**src/rxmp_pkg.sv**
```systemverilog
package rxmp_pkg;
    localparam int DATA_W = 16;
    localparam int ADDR_W = 5;
    localparam int NUM_CH = 4;
    localparam int FIFO_DEPTH = 8;
    localparam logic [4:0] NULL_PORT = 5'h1F;
    // Base of this device's four ports in the shared address space
    localparam logic [4:0] PORT_BASE_DEF = 5'h00;
    localparam int WORDS_PER_CELL = 27;
    localparam logic [4:0] CELL_LAST_IDX = 5'h1A;

    typedef struct packed {
        logic [15:0] word;
        logic cellStart;
    } rxmp_word_s;

    typedef struct packed {
        logic [15:0] bus;
        logic parity;
        logic cellStart;
        logic valid;
    } rxmp_out_s;
endpackage

```
**src/rxmp_fifo.sv**
```systemverilog
`timescale 1ns/10ps
`default_nettype none
module rxmp_fifo #(
    parameter int WIDTH = 17,
    parameter int DEPTH = 8
) (
    // Clock and reset
    input wire logic clk,
    input wire logic rst,
    // Fill side
    input wire logic inValid,
    output logic inReady,
    input wire logic [WIDTH-1:0] inData,
    // Drain side
    output logic outValid,
    input wire logic outReady,
    output logic [WIDTH-1:0] outData
);
    localparam int AW = $clog2(DEPTH);
    logic [WIDTH-1:0] mem_ff [DEPTH];
    logic [AW-1:0] wrPtr_ff;
    logic [AW-1:0] rdPtr_ff;
    logic [AW:0] count_ff;
    logic doWr;
    logic doRd;

    assign inReady = (count_ff != (AW+1)'(DEPTH));
    assign outValid = (count_ff != '0);
    assign outData = mem_ff[rdPtr_ff];
    assign doWr = inValid && inReady;
    assign doRd = outValid && outReady;

    always_ff @(posedge clk) begin
        if (doWr) begin
            mem_ff[wrPtr_ff] <= inData;
        end
    end

    always_ff @(posedge clk) begin
        if (rst) begin
            wrPtr_ff <= '0;
            rdPtr_ff <= '0;
            count_ff <= '0;
        end else begin
            if (doWr) begin
                wrPtr_ff <= AW'((wrPtr_ff + 1'b1) % DEPTH);
            end
            if (doRd) begin
                rdPtr_ff <= AW'((rdPtr_ff + 1'b1) % DEPTH);
            end
            count_ff <= count_ff + (AW+1)'(doWr) - (AW+1)'(doRd);
        end
    end
endmodule
`default_nettype wire

```
**src/rxmp_output_bus.sv**
```systemverilog
// How it works
// - Cell mode: present selected FIFO's cell words
// - Float bus, parity and cell start while read enable high (word valid is always driven)
// - Float bus, parity and cell start for null or foreign port
// - Data bus changes only on clock rise
// - Packet mode: 16-bit words qualified by valid flag
// - Parity covers all sixteen data bits
// - Odd/even parity per channel sense bit
// - Parity changes on clock rise with data
// - Cell start marks first cell word
// - Cell start changes on clock rise
// - Enable high latches address; low reads
`timescale 1ns/10ps
`default_nettype none
module rxmp_output_bus (
    // Clock and reset
    input wire logic clk,
    input wire logic rst,
    // Mode and per-channel parity sense (1 = odd)
    input wire logic cellMode,
    input wire logic [3:0] rxParitySense,
    input wire logic [4:0] portBase,
    // Channel word sources, one per receive FIFO
    input wire logic [3:0] chValid,
    output logic [3:0] chReady,
    input wire logic [63:0] chWord,
    input wire logic [3:0] chCellStart,
    // Link-side pins
    input wire logic rxReadEnableN,
    input wire logic [4:0] rxPortSelect,
    output logic [15:0] rxWordBus,
    output logic [15:0] rxWordBusOe,
    output logic rxWordParity,
    output logic rxWordParityOe,
    output logic rxCellStart,
    output logic rxCellStartOe,
    output logic rxWordValid
);
    function automatic logic parityOf(input logic [15:0] w, input logic odd);
        parityOf = (^w) ^ odd;
    endfunction

    ////////////////////////////////////////////////////////////////////////
    // Pin synchronisers
    logic rdEnNMeta_ff, rdEnNSync_ff;
    logic [4:0] adrMeta_ff, adrSync_ff;
    always_ff @(posedge clk) begin
        if (rst) begin
            rdEnNMeta_ff <= 1'b1;
            rdEnNSync_ff <= 1'b1;
            adrMeta_ff <= rxmp_pkg::NULL_PORT;
            adrSync_ff <= rxmp_pkg::NULL_PORT;
        end else begin
            rdEnNMeta_ff <= rxReadEnableN;
            rdEnNSync_ff <= rdEnNMeta_ff;
            adrMeta_ff <= rxPortSelect;
            adrSync_ff <= adrMeta_ff;
        end
    end

    ////////////////////////////////////////////////////////////////////////
    // Port latch: taken only while enable high
    logic [4:0] port_ff;
    logic portOk;
    logic [1:0] chIdx;
    logic [4:0] portOff;
    assign portOff = port_ff - portBase;
    assign portOk = (port_ff != rxmp_pkg::NULL_PORT) &&
                    (portOff < 5'h04);
    assign chIdx = portOff[1:0];
    always_ff @(posedge clk) begin
        if (rst) begin
            port_ff <= rxmp_pkg::NULL_PORT;
        end else if (rdEnNSync_ff) begin
            port_ff <= adrSync_ff;
        end
    end

    ////////////////////////////////////////////////////////////////////////
    // Output FIFO: absorbs the channel word while the pins stall
    rxmp_pkg::rxmp_word_s inW, outW;
    logic inV, inR, outV, outR;
    assign inV = portOk && chValid[chIdx];
    assign inW.word = chWord[chIdx*16 +: 16];
    assign inW.cellStart = chCellStart[chIdx] && cellMode;
    always_comb begin
        chReady = 4'h0;
        chReady[chIdx] = portOk && inR;
    end
    // Read happens only when enable low and a local port is selected
    assign outR = !rdEnNSync_ff && portOk;
    rxmp_fifo #(.WIDTH(17), .DEPTH(rxmp_pkg::FIFO_DEPTH)) u_fifo (
        .clk(clk),
        .rst(rst),
        .inValid(inV),
        .inReady(inR),
        .inData(inW),
        .outValid(outV),
        .outReady(outR),
        .outData(outW)
    );
    // Channel switch flushes nothing; words of the old port left in the FIFO
    // are presented first when the next local port is read.

    ////////////////////////////////////////////////////////////////////////
    // Registered outputs, all updated on the same edge
    rxmp_pkg::rxmp_out_s out_ff;
    logic drive_ff;
    always_ff @(posedge clk) begin
        if (rst) begin
            out_ff <= '0;
        end else if (outR && outV) begin
            out_ff.bus <= outW.word;
            out_ff.parity <= parityOf(outW.word,
                rxParitySense[chIdx]);
            out_ff.cellStart <= outW.cellStart;
            out_ff.valid <= 1'b1;
        end else begin
            out_ff.valid <= 1'b0;
            out_ff.cellStart <= 1'b0;
        end
    end
    always_ff @(posedge clk) begin
        if (rst) begin
            drive_ff <= 1'b0;
        end else begin
            drive_ff <= !rdEnNSync_ff && portOk;
        end
    end

    assign rxWordBus = out_ff.bus;
    assign rxWordParity = out_ff.parity;
    assign rxCellStart = out_ff.cellStart;
    assign rxWordValid = out_ff.valid;
    assign rxWordBusOe = {16{drive_ff}};
    assign rxWordParityOe = drive_ff;
    assign rxCellStartOe = drive_ff;
endmodule
`default_nettype wire

```
**config.mk**
```make
export PLATFORM = sky130hd
export DESIGN_NAME = rxmp_output_bus
export DESIGN_NICKNAME = d
export VERILOG_FILES = /design/src/rxmp_pkg.sv /design/src/rxmp_fifo.sv /design/src/rxmp_output_bus.sv
export SDC_FILE = /design/constraint.sdc
export NUM_CORES = 1
export LEC_CHECK = 0
export BUFFER_PORTS_ARGS = -buffer_cell sky130_fd_sc_hd__buf_2
export CORE_ASPECT_RATIO = 0.9
export CORE_MARGIN = 5
export CORE_UTILIZATION = 51
export CTS_CLUSTER_SIZE = 12
export DETAILED_ROUTE_END_ITERATION = 6
export GPL_ROUTABILITY_DRIVEN = 0
export GPL_TIMING_DRIVEN = 0
export PLACE_DENSITY = 0.87
export SYNTH_ARGS = -nofsm -noshare
export SYNTH_HDL_FRONTEND = slang
export SYNTH_SLANG_ARGS = --single-unit
```
**constraint.sdc**
```tcl
create_clock -name clk -period 4.5 [get_ports clk]
set_input_delay 0.675 -clock clk [delete_from_list [all_inputs] [get_ports clk]]
set_output_delay 0.675 -clock clk [all_outputs]
set_load 0.05 [all_outputs]
```
==> impl_metrics.json <==
{
  "worstHoldPathType": "flip-flop to flip-flop",
  "drt_pass1_iterations": 7,
  "critical_path.top_delay_family": "adder cells",
  "total_leakage_power_nw": 3.54,
  "routed_wirelength_um": 17600,
  "place.port_buffers": 130,
  "num-fill-cells": 1097,
  "wire_per_inst_um": 21.0,
  "final_nets": 726,
  "cp_common_cell": "sky130_fd_sc_hd__inv_1",
  "synth_compound_area_share_pct": 2.19,
  "fmax_mhz": 243,
  "tcrit_tclk_final_pct": 91.6,
  "hpwl_um": 12900,
  "grt_max_degree": 19,
  "final-hold-violation-count": 0,
  "synth_area_um2": 7890,
  "worst_path_cell_chain": "inv_1 -> ha_1 -> inv_1 -> fa_1 -> a21o_1 -> a21oi_1 -> xnor2_1 -> o21ai_1 -> a2111oi_4 -> clkbuf_2 -> ha_1 -> inv_1 -> ha_1 -> inv_1 -> fa_1 -> xor2_1 -> nor2_1",
  "regToRegSetupSlack_ps": 380,
  "place_area_um2": 8990,
  "fraction_of_met2_tracks_used_by_global_routing_pct": 34.7,
  "synth-seq-cells": 186,
  "holdPathEnd": "adrSync_ff[0]",
  "drv.max_cap_violation_count": 0,
  "synthArstFlopShare_pct": 0,
  "timing_max_transition_violations_final": 0,
  "synth_ff_type": "sky130_fd_sc_hd__edfxtp_1",
  "ff2ff_path_depth": 17,
  "grt_pass1_wl_um": 26600,
  "critical_path.endpoint_type": "flip-flop",
  "numCtsBuffers": 17,
  "syn_inst": 461,
  "synth_adder_area_share_pct": 2.41,
  "grt_met3_usage_pct": 4.70,
  "outcome": "finished clean",
  "critical_path.startpoint": "port_ff[0]",
  "ir_drop_v": 0.000383,
  "timing.critical_path.slowest_cell_delay_ps": 700,
  "ioPinCount": 131,
  "number_of_antenna_violations_at_the_first_check_in_global_routing": 1,
  "cts-root-buf": "sky130_fd_sc_hd__clkbuf_16",
  "period_needed_ps": 4120,
  "grt_setup_unrepaired": "false",
  "grt-ovfl-total": 0,
  "std_cell_rows": 43,
  "cts-root-to-sink-buffers": 2,
  "drt-initial-drc-count": 310,
  "clk_pin_slew_ps": 60,
  "floorplan.initialDensity_pct": 51.7,
  "post_route_cells_drive_above_1_share_pct": 42.4,
  "rr_startpoint": "port_ff[0]",
  "ys.warnings.count": 0,
  "cts_sinks": 186,
  "fp.dieArea_um2": 18100,
  "synth_top_family_by_area": "multiplexers",
  "postSynthNetCount": 565,
  "critPathRequiredTime_ps": 4790,
  "synth_enable_flop_cells": 136,
  "setup.worst_path.start_class": "flip-flop",
  "drc": 0,
  "tritoncts": "done",
  "min_from": "adrMeta_ff[0]",
  "worstReg2RegEnd": "u_fifo.count_ff[2]",
  "timing.hold.worst_path_depth": 1,
  "die_h_um": 128,
  "ctsHtreeMaxLevel": 4,
  "layout.cell_area.non_filler_um2": 9600,
  "yosys.area_share.xor_xnor_pct": 3.12,
  "synth_seq_area_share_pct": 64.4,
  "synth_mux_area_share_pct": 19.3,
  "num_vias": 4602,
  "first_global_vias": 4768,
  "tightestPinTransition_ps": 1020,
  "synth_cell_type_count": 38,
  "syn_area_per_cell_um2": 17.1,
  "post_synth_and_or_nand_nor_area_fraction_pct": 4.60,
  "timing.critical_path.slowest_stage_cell": "sky130_fd_sc_hd__a2111oi_4",
  "final_setup_vio_count": 0,
  "postCtsSetupBuffers": 0,
  "gr_util_met1_pct": 25.0,
  "number_of_buffers_and_inverters_on_the_critical_path": 5,
  "die_width_um": 141,
  "cts-resized-gates": 1,
  "syn_to_final_growth_pct": 21.6,
  "globalRoute.busiestLayer": "met2",
  "crit_path_max_fanout": 10,
  "cts_hold_repair.buffers": 0,
  "cp.depth": 17,
  "track_usage_pct": 20.0,
  "criticalPathCategory": "flip-flop to flip-flop",
  "worst_skew_pair.late_latency_ps": 420,
  "finalHoldWorstSlack_ps": 413,
  "timing.clock.skew_ps": 6.59,
  "route.antenna.remaining_nets": 0,
  "fin_util_pct": 62.8,
  "timing.max_slew.rel_slack_pct": 32.1,
  "powerDensity_nw_per_um2": 374,
  "core-area_um2": 15300,
  "avgViaCountPerCell": 5.49,
  "critical_path_arrival_ps": 4420
}
==> cell type report <==
| class | instances | area (um2) | share of cell area [%] |
|---|---|---|---|
| Sequential cell | 186 | 5080 | 53.0 |
| Multi-Input combinational cell | 219 | 2560 | 26.6 |
| Timing Repair Buffer | 142 | 806 | 8.39 |
| Clock buffer | 23 | 458 | 4.77 |
| Buffer | 42 | 264 | 2.75 |
| Tap cell | 202 | 253 | 2.63 |
| Clock inverter | 9 | 121 | 1.26 |
| Inverter | 14 | 52.6 | 0.547 |
| Antenna cell | 1 | 2.50 | 0.0261 |
==> worst max path at each step <==
stage / slack, ps / end
floorplan: 50 / u_fifo.mem_ff[2][0]
global placement: -1710 / u_fifo.mem_ff[2][2]
finish: 380 / u_fifo.count_ff[2]
CTS: 40 / u_fifo.mem_ff[5][2]
global route: 130 / u_fifo.mem_ff[1][2]
detailed placement: -430 / u_fifo.count_ff[2]
==> per-stage QoR <==
step           setup WS [ps]  power, mW  setup TNS, ps  instances
4_1_cts                 41.9       3.61              0        837
6_report                 378       3.59              0        838
3_3_place_gp           -1710       2.14        -173620        793
5_1_grt                  125       3.71              0        838
2_1_floorplan           54.0       2.07              0        461
3_5_place_dp            -432       2.16          -7210        805
==> layer usage <==
metal	routed length (um)	vias up	part of all wire [%]
met1	6680	2332	38
li1	-	2074	-
met2	9450	176	54
met3	1230	20	7.0
met4	229	0	1.3
met5	0	-	0
==> state kept, by name, summed over array words and instances (netlist names), named ones only <==
| register | flops |
|---|---|
| u_fifo.wrPtr_ff | 3 |
| u_fifo.count_ff | 4 |
| adrMeta_ff | 5 |
| rxWordBus | 16 |
| rxWordParity | 1 |
| rxWordValid | 1 |
| u_fifo.mem_ff | 136 |
| rdEnNSync_ff | 1 |
| port_ff | 5 |
| rdEnNMeta_ff | 1 |
| rxCellStart | 1 |
| adrSync_ff | 5 |
| rxCellStartOe | 1 |
| u_fifo.rdPtr_ff | 3 |
==> cells in the final DEF, fill, tap and decap left out, types with 3 or more instances in the layout <==
cell type / n
sky130_fd_sc_hd__bufinv_16: 3
sky130_fd_sc_hd__ha_1: 12
sky130_fd_sc_hd__o21ai_1: 3
sky130_fd_sc_hd__a21oi_1: 3
sky130_fd_sc_hd__mux2i_1: 24
sky130_fd_sc_hd__inv_1: 14
sky130_fd_sc_hd__nor2_1: 30
sky130_fd_sc_hd__mux2_2: 4
sky130_fd_sc_hd__clkbuf_16: 17
sky130_fd_sc_hd__buf_6: 12
sky130_fd_sc_hd__buf_4: 18
sky130_fd_sc_hd__edfxtp_1: 136
sky130_fd_sc_hd__and2_1: 3
sky130_fd_sc_hd__nand2_1: 10
sky130_fd_sc_hd__buf_1: 3
sky130_fd_sc_hd__clkbuf_1: 17
sky130_fd_sc_hd__a211oi_1: 12
sky130_fd_sc_hd__xor2_1: 11
sky130_fd_sc_hd__buf_2: 135
sky130_fd_sc_hd__nor2b_1: 3
sky130_fd_sc_hd__dfxtp_1: 50
sky130_fd_sc_hd__or2_2: 12
sky130_fd_sc_hd__xnor2_1: 12
sky130_fd_sc_hd__clkinv_2: 3
sky130_fd_sc_hd__mux4_1: 5
sky130_fd_sc_hd__nor3b_2: 3
sky130_fd_sc_hd__mux4_2: 48
==> cell families (layout without fill, tap and decap cells) <==
group	Yosys count	after routing
AO/OA/AOI/OAI	24	24
XOR/XNOR	25	25
adder cells (fa/ha/maj)	14	14
buffers and inverters	56	230
flip-flops	186	186
multiplexers	82	82
other	0	1
AND/OR/NAND/NOR	74	74
==> synthesized netlist by cell type (2+ instances only) <==
master / count / share of area, %
sky130_fd_sc_hd__mux2i_1: 24 / 3.0
sky130_fd_sc_hd__nand2_1: 10 / 0.48
sky130_fd_sc_hd__o21ai_1: 3 / 0.19
sky130_fd_sc_hd__edfxtp_1: 136 / 52
sky130_fd_sc_hd__inv_1: 14 / 0.67
sky130_fd_sc_hd__and2_1: 3 / 0.24
sky130_fd_sc_hd__mux4_1: 5 / 1.7
sky130_fd_sc_hd__mux4_2: 48 / 14
sky130_fd_sc_hd__or2_2: 12 / 0.95
sky130_fd_sc_hd__ha_1: 12 / 1.9
sky130_fd_sc_hd__xor2_1: 11 / 1.2
sky130_fd_sc_hd__xnor3_1: 2 / 0.57
sky130_fd_sc_hd__nor3_1: 2 / 0.13
sky130_fd_sc_hd__xnor2_1: 12 / 1.3
sky130_fd_sc_hd__a21oi_1: 3 / 0.19
sky130_fd_sc_hd__fa_1: 2 / 0.51
sky130_fd_sc_hd__nor2b_1: 3 / 0.24
sky130_fd_sc_hd__a21o_1: 2 / 0.19
sky130_fd_sc_hd__nor3b_1: 6 / 0.57
sky130_fd_sc_hd__nand3_1: 2 / 0.13
sky130_fd_sc_hd__nor2_1: 32 / 1.5
sky130_fd_sc_hd__buf_6: 2 / 0.29
sky130_fd_sc_hd__mux2_2: 4 / 0.57
sky130_fd_sc_hd__buf_2: 5 / 0.32
sky130_fd_sc_hd__a211oi_1: 13 / 1.2
sky130_fd_sc_hd__dfxtp_1: 50 / 13
sky130_fd_sc_hd__buf_1: 3 / 0.14
sky130_fd_sc_hd__buf_4: 18 / 1.7
sky130_fd_sc_hd__clkbuf_1: 13 / 0.62
==> report_power, final <==
group	internal, mW	leakage, nW	total (mW)	switching (mW)
Sequential	1.89	1.63	1.89	0.00383
Combinational	0.107	1.63	0.235	0.128
Clock	0.882	0.284	1.46	0.581
Total	2.88	3.54	3.59	0.712
Power figures use the tool's default switching activity.
